==> config.mk <==
export PLATFORM = sky130hd
export DESIGN_NAME = flash_protect_seq
export DESIGN_NICKNAME = d
export VERILOG_FILES = /design/src/flash_protect_pkg.sv /design/src/flash_protect_seq.sv
export SDC_FILE = /design/constraint.sdc
export NUM_CORES = 1
export LEC_CHECK = 0
export ABC_AREA = 1
export BUFFER_PORTS_ARGS = -buffer_cell sky130_fd_sc_hd__buf_2
export CORE_MARGIN = 4
export CORE_UTILIZATION = 40
export DETAILED_ROUTE_END_ITERATION = 12
export PLACE_DENSITY_LB_ADDON = 0.1
export SYNTH_ARGS = -nofsm -noshare
export SYNTH_HDL_FRONTEND = slang
export SYNTH_SLANG_ARGS = --single-unit
==> constraint.sdc <==
create_clock -name clk_i -period 4 [get_ports clk_i]
set_input_delay 0.8 -clock clk_i [delete_from_list [all_inputs] [get_ports clk_i]]
set_output_delay 0.8 -clock clk_i [all_outputs]
set_load 0.05 [all_outputs]
==> src/flash_protect_pkg.sv <==
// Constants and types for the flash block protect and program sequencer.
package flash_protect_pkg;

	// ----------------------------------------------------------------
	// Register map (byte addresses on the register bus)
	// ----------------------------------------------------------------
	localparam logic [7:0] CTRL_OFFSET = 8'h00;
	localparam logic [7:0] PROTECT_OFFSET = 8'h04;
	localparam logic [7:0] STATUS_OFFSET = 8'h08;
	localparam logic [7:0] TARGET_OFFSET = 8'h0C;

	// ----------------------------------------------------------------
	// Field positions
	// ----------------------------------------------------------------
	localparam int CTRL_PROG_BIT = 0;
	localparam int CTRL_ERASE_BIT = 1;
	localparam int CTRL_MASS_BIT = 2;
	localparam int CTRL_HV_BIT = 3;
	localparam int STAT_STATE_LSB = 0;
	localparam int STAT_REFUSED_BIT = 4;
	localparam int STAT_STANDBY_BIT = 5;
	localparam int STAT_PROTECTED_BIT = 6;

	// ----------------------------------------------------------------
	// Protect address construction and special values
	// ----------------------------------------------------------------
	localparam logic [1:0] START_HIGH_BITS = 2'h3;
	localparam logic [5:0] START_LOW_BITS = 6'h00;
	localparam logic [7:0] PROTECT_NONE = 8'hFF;
	localparam logic [7:0] PROTECT_ALL = 8'h00;
	localparam logic [7:0] PROTECT_VECTORS_ONLY = 8'hFE;
	localparam logic [7:0] PROTECT_BYTE_AND_VECTORS = 8'hFD;

	// ----------------------------------------------------------------
	// Reset values
	// ----------------------------------------------------------------
	localparam logic [3:0] CTRL_RESET = 4'h0;
	localparam logic [15:0] TARGET_RESET = 16'h0000;
	localparam logic [31:0] DATA_RESET = 32'h0000_0000;

	// Flash control bits, most significant first.
	typedef struct packed {
		logic hv;
		logic mass;
		logic erase;
		logic prog;
	} ctrl_t;

	// Observed array-side access of the processor.
	typedef struct packed {
		logic wr;
		logic [15:0] addr;
	} array_access_t;

	typedef enum logic [2:0] {
		ST_IDLE,
		ST_SELECTED,
		ST_BYTE_READ,
		ST_ADDR_LATCHED,
		ST_HIGH_VOLTAGE
	} seq_state_t;

endpackage

==> src/flash_protect_seq.sv <==
// Flash program and erase sequencer with block protection and a Wishbone register slave.
`timescale 1ns/10ps

module flash_protect_seq (
	// Clock and reset.
	input wire logic clk_i,
	input wire logic rst_i,
	// Wishbone classic slave.
	input wire logic wb_cyc_i,
	input wire logic wb_stb_i,
	input wire logic wb_we_i,
	input wire logic [7:0] wb_adr_i,
	input wire logic [3:0] wb_sel_i,
	input wire logic [31:0] wb_dat_i,
	output logic [31:0] wb_dat_o,
	output logic wb_ack_o,
	// Array side and system status.
	input wire flash_protect_pkg::array_access_t array_i,
	input wire logic [7:0] protect_start_bits_i,
	input wire logic test_high_voltage_i,
	input wire logic low_power_i,
	// Flash control outputs.
	output flash_protect_pkg::ctrl_t flash_ctrl_o,
	output logic standby_o
);

	// ----------------------------------------------------------------
	// Helpers
	// ----------------------------------------------------------------

	// Start address from the protect bits; the low six zeros give 64-byte pages.
	function automatic logic [15:0] start_addr(input logic [7:0] bits);
		start_addr = {flash_protect_pkg::START_HIGH_BITS, bits,
			flash_protect_pkg::START_LOW_BITS};
	endfunction

	// True when an address is inside the protected range.
	function automatic logic in_protected(input logic [15:0] addr, input logic [7:0] bits);
		if (bits == flash_protect_pkg::PROTECT_NONE) begin
			in_protected = 1'b0;
		end else begin
			// All zeros gives C000, the array bottom, so everything is covered.
			in_protected = (addr >= start_addr(bits));
		end
	endfunction

	// ----------------------------------------------------------------
	// Registers and decode
	// ----------------------------------------------------------------
	flash_protect_pkg::ctrl_t ctrl_q;
	flash_protect_pkg::ctrl_t wr_ctrl;
	flash_protect_pkg::seq_state_t state_q;
	logic [15:0] addr_q;
	logic ack_q;
	logic [31:0] rdata_q;
	logic refused_q;
	logic standby_q;
	logic req;
	logic ctrl_wr;
	logic status_wr;
	logic protect_rd;
	logic blocked;
	logic hv_allowed;
	logic hv_attempt;
	logic interlock_bad;

	// A request is taken once, in the cycle before its acknowledge.
	assign req = wb_cyc_i && wb_stb_i && !ack_q;
	assign ctrl_wr = req && wb_we_i && wb_sel_i[0] && (wb_adr_i == flash_protect_pkg::CTRL_OFFSET);
	assign status_wr = req && wb_we_i && wb_sel_i[0] &&
		(wb_adr_i == flash_protect_pkg::STATUS_OFFSET);
	// Reading the protect byte register is the protect-byte read step.
	assign protect_rd = req && !wb_we_i && (wb_adr_i == flash_protect_pkg::PROTECT_OFFSET);
	assign wr_ctrl = flash_protect_pkg::ctrl_t'(wb_dat_i[3:0]);
	assign interlock_bad = wr_ctrl.prog && wr_ctrl.erase;
	assign hv_attempt = ctrl_wr && !interlock_bad && wr_ctrl.hv && !ctrl_q.hv;

	// Protection check; the test voltage opens every protectable location.
	always_comb begin
		if (test_high_voltage_i) begin
			blocked = 1'b0;
		end else if (ctrl_q.erase && ctrl_q.mass) begin
			blocked = (protect_start_bits_i != flash_protect_pkg::PROTECT_NONE);
		end else begin
			blocked = in_protected(addr_q, protect_start_bits_i);
		end
	end

	// High voltage needs a select bit and the full sequence up to the address latch.
	assign hv_allowed = (state_q == flash_protect_pkg::ST_ADDR_LATCHED) &&
		(ctrl_q.prog || ctrl_q.erase) && !blocked;

	// ----------------------------------------------------------------
	// Flash control register
	// ----------------------------------------------------------------

	// Low power aborts at once; a refused high voltage leaves the bit clear.
	always_ff @(posedge clk_i) begin
		if (rst_i) begin
			ctrl_q <= flash_protect_pkg::CTRL_RESET;
		end else if (low_power_i) begin
			ctrl_q <= flash_protect_pkg::CTRL_RESET;
		end else if (ctrl_wr && !interlock_bad) begin
			ctrl_q.prog <= wr_ctrl.prog;
			ctrl_q.erase <= wr_ctrl.erase;
			ctrl_q.mass <= wr_ctrl.mass;
			if (hv_attempt) begin
				ctrl_q.hv <= hv_allowed;
			end else begin
				ctrl_q.hv <= wr_ctrl.hv;
			end
		end
	end

	// Sticky refusal flag; a new refusal in the clearing cycle wins.
	always_ff @(posedge clk_i) begin
		if (rst_i) begin
			refused_q <= 1'b0;
		end else if ((hv_attempt && !hv_allowed) || (ctrl_wr && interlock_bad)) begin
			refused_q <= 1'b1;
		end else if (status_wr && wb_dat_i[flash_protect_pkg::STAT_REFUSED_BIT]) begin
			refused_q <= 1'b0;
		end
	end

	// Standby holds from an abort until software selects a new operation.
	always_ff @(posedge clk_i) begin
		if (rst_i) begin
			standby_q <= 1'b0;
		end else if (low_power_i && (state_q != flash_protect_pkg::ST_IDLE)) begin
			standby_q <= 1'b1;
		end else if (ctrl_q.prog || ctrl_q.erase) begin
			standby_q <= 1'b0;
		end
	end

	// ----------------------------------------------------------------
	// Sequence tracking
	// ----------------------------------------------------------------

	// Dropping both select bits before high voltage restarts the sequence.
	always_ff @(posedge clk_i) begin
		if (rst_i || low_power_i) begin
			state_q <= flash_protect_pkg::ST_IDLE;
		end else begin
			case (state_q)
				flash_protect_pkg::ST_IDLE: begin
					if (ctrl_q.prog || ctrl_q.erase) begin
						state_q <= flash_protect_pkg::ST_SELECTED;
					end
				end
				flash_protect_pkg::ST_SELECTED: begin
					if (!(ctrl_q.prog || ctrl_q.erase)) begin
						state_q <= flash_protect_pkg::ST_IDLE;
					end else if (protect_rd) begin
						state_q <= flash_protect_pkg::ST_BYTE_READ;
					end
				end
				flash_protect_pkg::ST_BYTE_READ: begin
					if (!(ctrl_q.prog || ctrl_q.erase)) begin
						state_q <= flash_protect_pkg::ST_IDLE;
					end else if (array_i.wr) begin
						state_q <= flash_protect_pkg::ST_ADDR_LATCHED;
					end
				end
				flash_protect_pkg::ST_ADDR_LATCHED: begin
					if (ctrl_q.hv) begin
						state_q <= flash_protect_pkg::ST_HIGH_VOLTAGE;
					end else if (!(ctrl_q.prog || ctrl_q.erase)) begin
						state_q <= flash_protect_pkg::ST_IDLE;
					end
				end
				flash_protect_pkg::ST_HIGH_VOLTAGE: begin
					if (!ctrl_q.hv) begin
						state_q <= flash_protect_pkg::ST_IDLE;
					end
				end
				default: begin
					state_q <= flash_protect_pkg::ST_IDLE;
				end
			endcase
		end
	end

	// Only the first array write after the protect read picks the target.
	always_ff @(posedge clk_i) begin
		if (rst_i) begin
			addr_q <= flash_protect_pkg::TARGET_RESET;
		end else if ((state_q == flash_protect_pkg::ST_BYTE_READ) && array_i.wr) begin
			addr_q <= array_i.addr;
		end
	end

	// ----------------------------------------------------------------
	// Wishbone answer
	// ----------------------------------------------------------------

	// One wait state: ack one cycle after the request, dropped the cycle after.
	always_ff @(posedge clk_i) begin
		if (rst_i) begin
			ack_q <= 1'b0;
		end else begin
			ack_q <= req;
		end
	end

	// Read data is captured with the request; unmapped offsets read zero.
	always_ff @(posedge clk_i) begin
		if (rst_i) begin
			rdata_q <= flash_protect_pkg::DATA_RESET;
		end else if (req && !wb_we_i) begin
			if (wb_adr_i == flash_protect_pkg::CTRL_OFFSET) begin
				rdata_q <= {28'h000_0000, ctrl_q};
			end else if (wb_adr_i == flash_protect_pkg::PROTECT_OFFSET) begin
				rdata_q <= {24'h00_0000, protect_start_bits_i};
			end else if (wb_adr_i == flash_protect_pkg::STATUS_OFFSET) begin
				rdata_q <= {25'h000_0000, blocked, standby_q, refused_q, 1'b0, state_q};
			end else if (wb_adr_i == flash_protect_pkg::TARGET_OFFSET) begin
				rdata_q <= {16'h0000, addr_q};
			end else begin
				rdata_q <= flash_protect_pkg::DATA_RESET;
			end
		end
	end

	assign wb_ack_o = ack_q;
	assign wb_dat_o = rdata_q;
	assign flash_ctrl_o = ctrl_q;
	assign standby_o = standby_q;

	// ----------------------------------------------------------------
	// Checks
	// ----------------------------------------------------------------

	chk_hv_after_latch: assert property (@(posedge clk_i) disable iff (rst_i)
		$rose(ctrl_q.hv) |-> $past(state_q) == flash_protect_pkg::ST_ADDR_LATCHED)
		else $error("High voltage rose outside the latched step.");

	chk_hv_outside_range: assert property (@(posedge clk_i) disable iff (rst_i)
		$rose(ctrl_q.hv) && !$past(test_high_voltage_i) && !$past(ctrl_q.mass) |->
		!in_protected($past(addr_q), $past(protect_start_bits_i)))
		else $error("High voltage enabled on a protected address.");

	chk_mass_blocked: assert property (@(posedge clk_i) disable iff (rst_i)
		$rose(ctrl_q.hv) && $past(ctrl_q.mass) && $past(ctrl_q.erase) &&
		!$past(test_high_voltage_i) |->
		$past(protect_start_bits_i) == flash_protect_pkg::PROTECT_NONE)
		else $error("Mass erase started with a protected block.");

	chk_select_interlock: assert property (@(posedge clk_i) disable iff (rst_i)
		ctrl_wr && interlock_bad && !low_power_i |=>
		$stable(ctrl_q) && !(ctrl_q.prog && ctrl_q.erase))
		else $error("Program and erase select both accepted.");

	chk_abort_standby: assert property (@(posedge clk_i) disable iff (rst_i)
		low_power_i && state_q != flash_protect_pkg::ST_IDLE |=>
		ctrl_q == flash_protect_pkg::CTRL_RESET && standby_o && state_q == flash_protect_pkg::ST_IDLE)
		else $error("Low power did not abort the operation.");

	chk_zero_protects: assert property (@(posedge clk_i) disable iff (rst_i)
		hv_attempt && protect_start_bits_i == flash_protect_pkg::PROTECT_ALL &&
		!test_high_voltage_i && !low_power_i |=> !ctrl_q.hv)
		else $error("High voltage allowed with the whole array protected.");

	chk_ones_open: assert property (@(posedge clk_i) disable iff (rst_i)
		hv_attempt && state_q == flash_protect_pkg::ST_ADDR_LATCHED && (ctrl_q.prog || ctrl_q.erase)
		&& protect_start_bits_i == flash_protect_pkg::PROTECT_NONE && !low_power_i |=> ctrl_q.hv)
		else $error("High voltage refused with no protection.");

	chk_ack_pulse: assert property (@(posedge clk_i) disable iff (rst_i)
		req |=> wb_ack_o ##1 !wb_ack_o)
		else $error("Acknowledge was not a single pulse one cycle after the request.");

	chk_latch_first: assert property (@(posedge clk_i) disable iff (rst_i)
		state_q == flash_protect_pkg::ST_BYTE_READ && array_i.wr && (ctrl_q.prog || ctrl_q.erase)
		&& !low_power_i |=> addr_q == $past(array_i.addr))
		else $error("Target address was not latched.");

	cov_program_hv: cover property (@(posedge clk_i) disable iff (rst_i)
		$rose(ctrl_q.hv) && ctrl_q.prog);
	cov_mass_hv: cover property (@(posedge clk_i) disable iff (rst_i)
		$rose(ctrl_q.hv) && ctrl_q.mass);
	cov_refused: cover property (@(posedge clk_i) disable iff (rst_i) $rose(refused_q));
	cov_abort: cover property (@(posedge clk_i) disable iff (rst_i) $rose(standby_q));

endmodule
## After elaboration in Yosys (flattened, before gate mapping)

Cells that the tools add are included.

- Input bits: 76
- Flip-flop bits (word level): 58

- Multiplexer cells: 21
- Reductions and logical operators: 36
- Equal/unequal tests: 14
- Order comparisons: 1

Operator list:

| cell | number |
|---|---|
| $mux 16 | 4 |
| $mux 3 | 8 |
| $logic_and 1x1->1 | 20 |
| $eq 8x4->1 const B | 2 |
| $ge 16x16->1 | 1 |
| $pmux 3 s5 | 1 |
| $ne 3x3->1 const B | 3 |
| $eq 8x3->1 const B | 1 |
| $eq 8x8->1 const B | 1 |
| $logic_not 8->1 | 1 |
| $mux 1 | 8 |
| $ne 8x8->1 const B | 1 |
| $eq 3x2->1 const B | 2 |
| $logic_not 1->1 | 6 |
| $reduce_and 5->1 | 1 |
| $ne 2x2->1 const B | 2 |
| $reduce_bool 2->1 | 2 |
| $eq 3x1->1 const B | 1 |
| $eq 3x3->1 const B | 1 |
| $logic_not 3->1 | 1 |
| $logic_or 1x1->1 | 3 |
| $reduce_bool 3->1 | 1 |
| $reduce_or 2->1 | 1 |

## Logic depth before layout (Yosys ltp)

- Depth in word-level cells: 11
- Mapped depth: 13
- Mapped depth without buffers: 13

## Worst setup path after synthesis

Ideal clock, no wire load.

- Kind: input -> register
- Start point: input protect_start_bits_i[3]
- End point: register ctrl_q (netlist bit flash_ctrl_o[3])
- Stages on the path: 13
- Arrival time: 1.757 ns
- Slack: 2.173 ns
- Cell sequence: inv_1 ha_1 nand2_1 nand2_1 nand3_1 nand2_1 nand2_1 nand3_1 nand2_1 nand2_1 nand2_1 nand2_1 a21oi_1

- Longest elaborated chain between the ends: 7
- Elaborated cells on any way between the ends: 9
- Classes of those cells: order compare (1); eq/ne (2); mux (4); reduce/logical (2)

Ends and longest elaborated chain:

| item | RTL line | source |
|---|---|---|
| from (decl) | flash_protect_seq.sv:19 | `input wire logic [7:0] protect_start_bits_i,` |
| $ge 16x16->1 / $eq 8x8->1 (equally long branches) | flash_protect_seq.sv:43, flash_protect_seq.sv:39 |  |
| $mux 1 | flash_protect_seq.sv:39 | `if (bits == flash_protect_pkg::PROTECT_NONE) begin` |
| $mux 1 * | flash_protect_seq.sv:82 | `end else if (ctrl_q.erase && ctrl_q.mass) begin` |
| $mux 1 * | flash_protect_seq.sv:80 | `if (test_high_voltage_i) begin` |
| $logic_not 1->1 * | flash_protect_seq.sv:91 | `(ctrl_q.prog \|\| ctrl_q.erase) && !blocked;` |
| $logic_and 1x1->1 * | flash_protect_seq.sv:91 |  |
| $mux 1 * | flash_protect_seq.sv:107 | `if (hv_attempt) begin` |
| to (signal assigned) | flash_protect_seq.sv:100 | `ctrl_q <= flash_protect_pkg::CTRL_RESET;` |
| to (signal assigned) | flash_protect_seq.sv:102 | `ctrl_q <= flash_protect_pkg::CTRL_RESET;` |
| to (decl) | flash_protect_seq.sv:50 | `flash_protect_pkg::ctrl_t ctrl_q;` |

Every way passes the cells marked *; elsewhere a longest branch is shown, timed or not.
A chain may end at the register's enable or synchronous reset.

## Final worst setup path

- Start point: input wb_cyc_i
- End point: register rdata_q[1], in the netlist wb_dat_o[1]

- Longest elaborated chain between the ends: 3

Ends and longest elaborated chain:

| item | RTL line | source |
|---|---|---|
| from (decl) | flash_protect_seq.sv:9 | `input wire logic wb_cyc_i,` |
| $logic_and 1x1->1 (2 in a row) | flash_protect_seq.sv:68 | `assign req = wb_cyc_i && wb_stb_i && !ack_q;` |
| $logic_and 1x1->1 | flash_protect_seq.sv:211 | `end else if (req && !wb_we_i) begin` |
| to (signal assigned) | flash_protect_seq.sv:210 | `rdata_q <= flash_protect_pkg::DATA_RESET;` |
| to (signal assigned) | flash_protect_seq.sv:213 | `rdata_q <= {28'h000_0000, ctrl_q};` |
| to (signal assigned) | flash_protect_seq.sv:215 | `rdata_q <= {24'h00_0000, protect_start_bits_i};` |
| to (decl) | flash_protect_seq.sv:55 | `logic [31:0] rdata_q;` |

Every way passes these cells.

==> flow_summary_export.csv <==
group,metric,value,unit
run_status,result_of_the_run,"complete, no violations",
min_path,min_to,"wb_dat_o[7]",
synthesis,post_synth.cell_area_avg,7.051,sq um
worst_setup_path,rrSetupSlack,2330,ps
synthesis,ys_ff_latch,42,
synthesis,area_of_the_mapped_netlist,2341,sq um
detailed_routing,via_count,2216,
grt,first_global_vias,2004,
layout,post_synthesis_to_final_layout_area_growth,18.44,%
worst_setup_path,timing.critical_path.cells,"buf_2 > nand3b_4 > nor2_4 > inv_1 > nand2_1 > o21ai_0 > a21oi_1 > nor2_1",
worst_setup_path,worstReg2RegStart,"wb_ack_o",
pwr,comb_power_share,0.112,
clocking,clockRootBuffer,"clkbuf_8",
clocking,cts_buffers,5,
layout,post-route-cell-area,2773,sq um
pwr,power_frac_clock,0.400,
clocking,number_of_buffers_added_for_setup_after_cts,0,
synthesis,synth_xor_xnor_area_share,0,
detailed_routing,detail-route-antenna-nets,0,
worst_setup_path,slowest_stage,"nor2_4",
pwr,part_of_the_power_in_registers,0.487,
worst_setup_path,type_of_the_setup_path_with_the_least_slack,"input pin to flop",
worst_setup_path,setup.worst_path.start_class,"input pin",
synthesis,synthTopCellsByArea,"dfxtp_1 36%, nand2_1 12%, a21oi_1 7.7%",
placement,finalWeightedCongestion,0.8162,
synthesis,synth_top_cell_by_area,"dfxtp_1",
worst_setup_path,worst_path_largest_cell_delay,350,ps
min_path,worst_hold_path.num_cells,2,
clocking,post_cts.resized_instances,0,
floorplanning,area_of_the_placeable_core,5608,sq um
pwr,cell_internal_pwr,643.2,uW
clocking,numClockSinks,42,
pwr,p_leak,0.001293,uW
floorplanning,floorplan.initialDensity,0.4174,
sta,layout_min_cycle_time,1901,ps
sta,clock_skew,5.138,ps
detailed_routing,drt_pass1_iterations,4,
sta,timing_hold_violations_final,0,
detailed_routing,avgRoutedWirePerCell,12.22,um
detailed_routing,routed_via_density,4.725,
worst_setup_path,timing.critical_path.arrival,2070,ps
clocking,clock_insertion_delay_worst_skew,290,ps
sta,hold-worst-slack,465.6,ps
synthesis,synthesis.yosys.warnings,0,
worst_setup_path,required,4170,ps
grt,grt_pass1_wl,9.756,mm
min_path,hp-start,"wb_dat_o[7]",
clocking,clock_tree.buffer_depth,2,
min_path,min-delay-path-class,"flop to flop",
layout,final_util,0.4944,
floorplanning,chipWidth,84.50,um
grt,antenna_found_initial,0,
placement,place_hpwl,4.507,mm
worst_setup_path,r2r_end,"wb_dat_o[1]",
floorplanning,fp.dieH,84.50,um
synthesis,muxShareOfSynthArea,0,
floorplanning,die_area,7140,sq um
synthesis,synth_compound_gate_area_share,0.1561,
detailed_routing,residual_drc_count,0,
clocking,cts.reportedPaths.clkPinSlew,80,ps
floorplanning,fp-row-count,27,
clocking,hold_buffers,0,
synthesis,synth_fa_ha_area_frac,0.04276,
placement,port_buffers,67,
synthesis,synthesis.instances,332,
sta,finalSetupViolCount,0,
sta,max_freq,526.0,MHz
grt,gr-total-overflow,0,
pwr,power_switching_share,0.2505,
sta,finalMaxSlewViolations,0,
synthesis,yosysSeqAreaShare,0.3592,
layout,number_of_diodes,0,
synthesis,synthDistinctLibCells,31,
floorplanning,design.portCount,114,
synthesis,synth_largest_type_area_fraction,0.3592,
detailed_routing,detail_route.iter0.violations,114,
sta,finalCritPeriodShare,0.4753,
pwr,power.switching,215.0,uW
clocking,tritoncts_clock_tree,"yes",
synthesis,synthSimpleGateAreaFrac,0.3084,
pwr,power_per_cell_area,309.5,nW/um^2
layout,design.final.nets,481,
placement,placed_area,2660,sq um
worst_setup_path,timing.critical_path.fanout_max,18,
grt,grt_max_degree,24,
sta,rsz0062_at_grt,"false",
sta,setup-tns-final,0,ps
pwr,ir_drop,114.9,uV
grt,track_usage,0.1677,
detailed_routing,drt-total-wl,5.730,mm
worst_setup_path,r2r_cells,7,
clocking,cts_max_level,2,
worst_setup_path,crit_path_end_kind,"flop",
synthesis,synth_top_family_by_area,"simple AND/OR/NAND/NOR gates",
job,cap_violations,0,
layout,layout-drive-gt1-share,0.2469,
[cell usage after synthesis]
| cell type | number |
|---|---|
| ha_1 | 8 |
| nor2_4 | 7 |
| buf_2 | 4 |
| buf_6 | 1 |
| nand3_1 | 17 |
| nand3b_1 | 1 |
| dfxtp_1 | 42 |
| nand3_2 | 2 |
| nand2_1 | 75 |
| o21a_1 | 1 |
| buf_4 | 16 |
| nor3_1 | 2 |
| o21ai_0 | 16 |
| nor2_1 | 34 |
| a211oi_1 | 2 |
| conb_1 | 1 |
| inv_2 | 3 |
| a31oi_1 | 1 |
| nor2_2 | 6 |
| inv_1 | 36 |
| clkbuf_1 | 3 |
| nand2_4 | 1 |
| o221ai_1 | 1 |
| a21oi_1 | 36 |
| a211oi_2 | 1 |
| o211ai_1 | 4 |
| nand4_1 | 2 |
| nand3b_4 | 1 |
| nand2_2 | 2 |
| nand3_4 | 1 |
| o21ai_1 | 5 |
[sequential cells by signal (all words and copies together), names as in the netlist]
register      count
addr_q           16
wb_dat_o         16
flash_ctrl_o      4
state_q           3
refused_q         1
standby_o         1
wb_ack_o          1
[critical path: cells and delay by family]
kind / cells / cell delay, ps
AND/OR/NAND/NOR: 4 / 620
buffers and inverters: 2 / 450
AO/OA/AOI/OAI: 2 / 210
[worst max path at each step]
stage	start	endpoint	slack, ps	cells after the start
final	wb_cyc_i	wb_dat_o[1]	2100	8
after global routing	wb_cyc_i	wb_dat_o[1]	1860	8
after CTS	wb_cyc_i	wb_dat_o[1]	2080	8
after detailed placement	wb_cyc_i	wb_dat_o[1]	1770	8
after global placement	wb_cyc_i	wb_dat_o[1]	1780	8
after floorplan	protect_start_bits_i[3]	flash_ctrl_o[3]	2170	13
[placed cells by master (no fill, tap or decap)]
cell type / count
nor2_4: 7
a211oi_2: 1
nand3_4: 1
inv_1: 36
nor2_2: 6
bufinv_16: 1
nor3_1: 2
a211oi_1: 2
nand2_2: 2
dfxtp_1: 42
o21ai_0: 16
a21oi_1: 36
o211ai_1: 4
o221ai_1: 1
a31oi_1: 1
nand3_1: 17
inv_2: 3
nor2_1: 34
nand3b_4: 1
nand3b_1: 1
conb_1: 16
nand2_4: 1
o21ai_1: 5
buf_2: 67
o21a_1: 1
nand3_2: 2
ha_1: 8
nand4_1: 2
clkbuf_8: 6
nand2_1: 75
[stage by stage]
| stage | setup WS, ps | cells | power (uW) |
|---|---|---|---|
| floorplan | 2173 | 347 | 504.2 |
| detailed placement | 1772 | 462 | 524.5 |
| global placement | 1776 | 462 | 523.8 |
| finish | 2099 | 469 | 858.2 |
| CTS | 2078 | 469 | 868.1 |
| global route | 1856 | 469 | 895.3 |
[kinds of logic (layout without fill, tap and decap cells)]
| family | Yosys count | count (layout) |
|---|---|---|
| AO/OA/AOI/OAI | 67 | 67 |
| adder cells (fa/ha/maj) | 8 | 8 |
| buffers and inverters | 63 | 113 |
| flip-flops | 42 | 42 |
| other | 1 | 16 |
| AND/OR/NAND/NOR | 151 | 151 |
[per-layer routing]
layer  vias to the layer above  track usage  part of all wire
li1                       1167            -                 -
met3                         5      0.04612             0.082
met4                         0      0.03885             0.010
met2                        74       0.2434              0.41
met5                         -            0                 0
met1                       970       0.2460              0.50
[power by group through the flow]
| stage | logic [uW] | registers [uW] | clock network (uW) |
|---|---|---|---|
| after floorplan | 74.4 | 430 | 0 |
| after global placement | 95.6 | 428 | 0 |
| after detailed placement | 96.3 | 428 | 0 |
| after CTS | 96.7 | 418 | 353 |
| after global routing | 105 | 418 | 372 |
| final | 96.3 | 418 | 344 |
[area by class of cell]
| class | instances | area (sq um) |
|---|---|---|
| fill | 637 | 2835 |
| multi-input combinational | 242 | 1247 |
| sequential | 42 | 840.8 |
| timing repair buffer | 67 | 335.3 |
| inverter | 39 | 146.4 |
| tap | 72 | 90.09 |
| clock buffer | 6 | 82.58 |
| clock inverter | 1 | 30.03 |
Power figures use the tool's default switching activity.
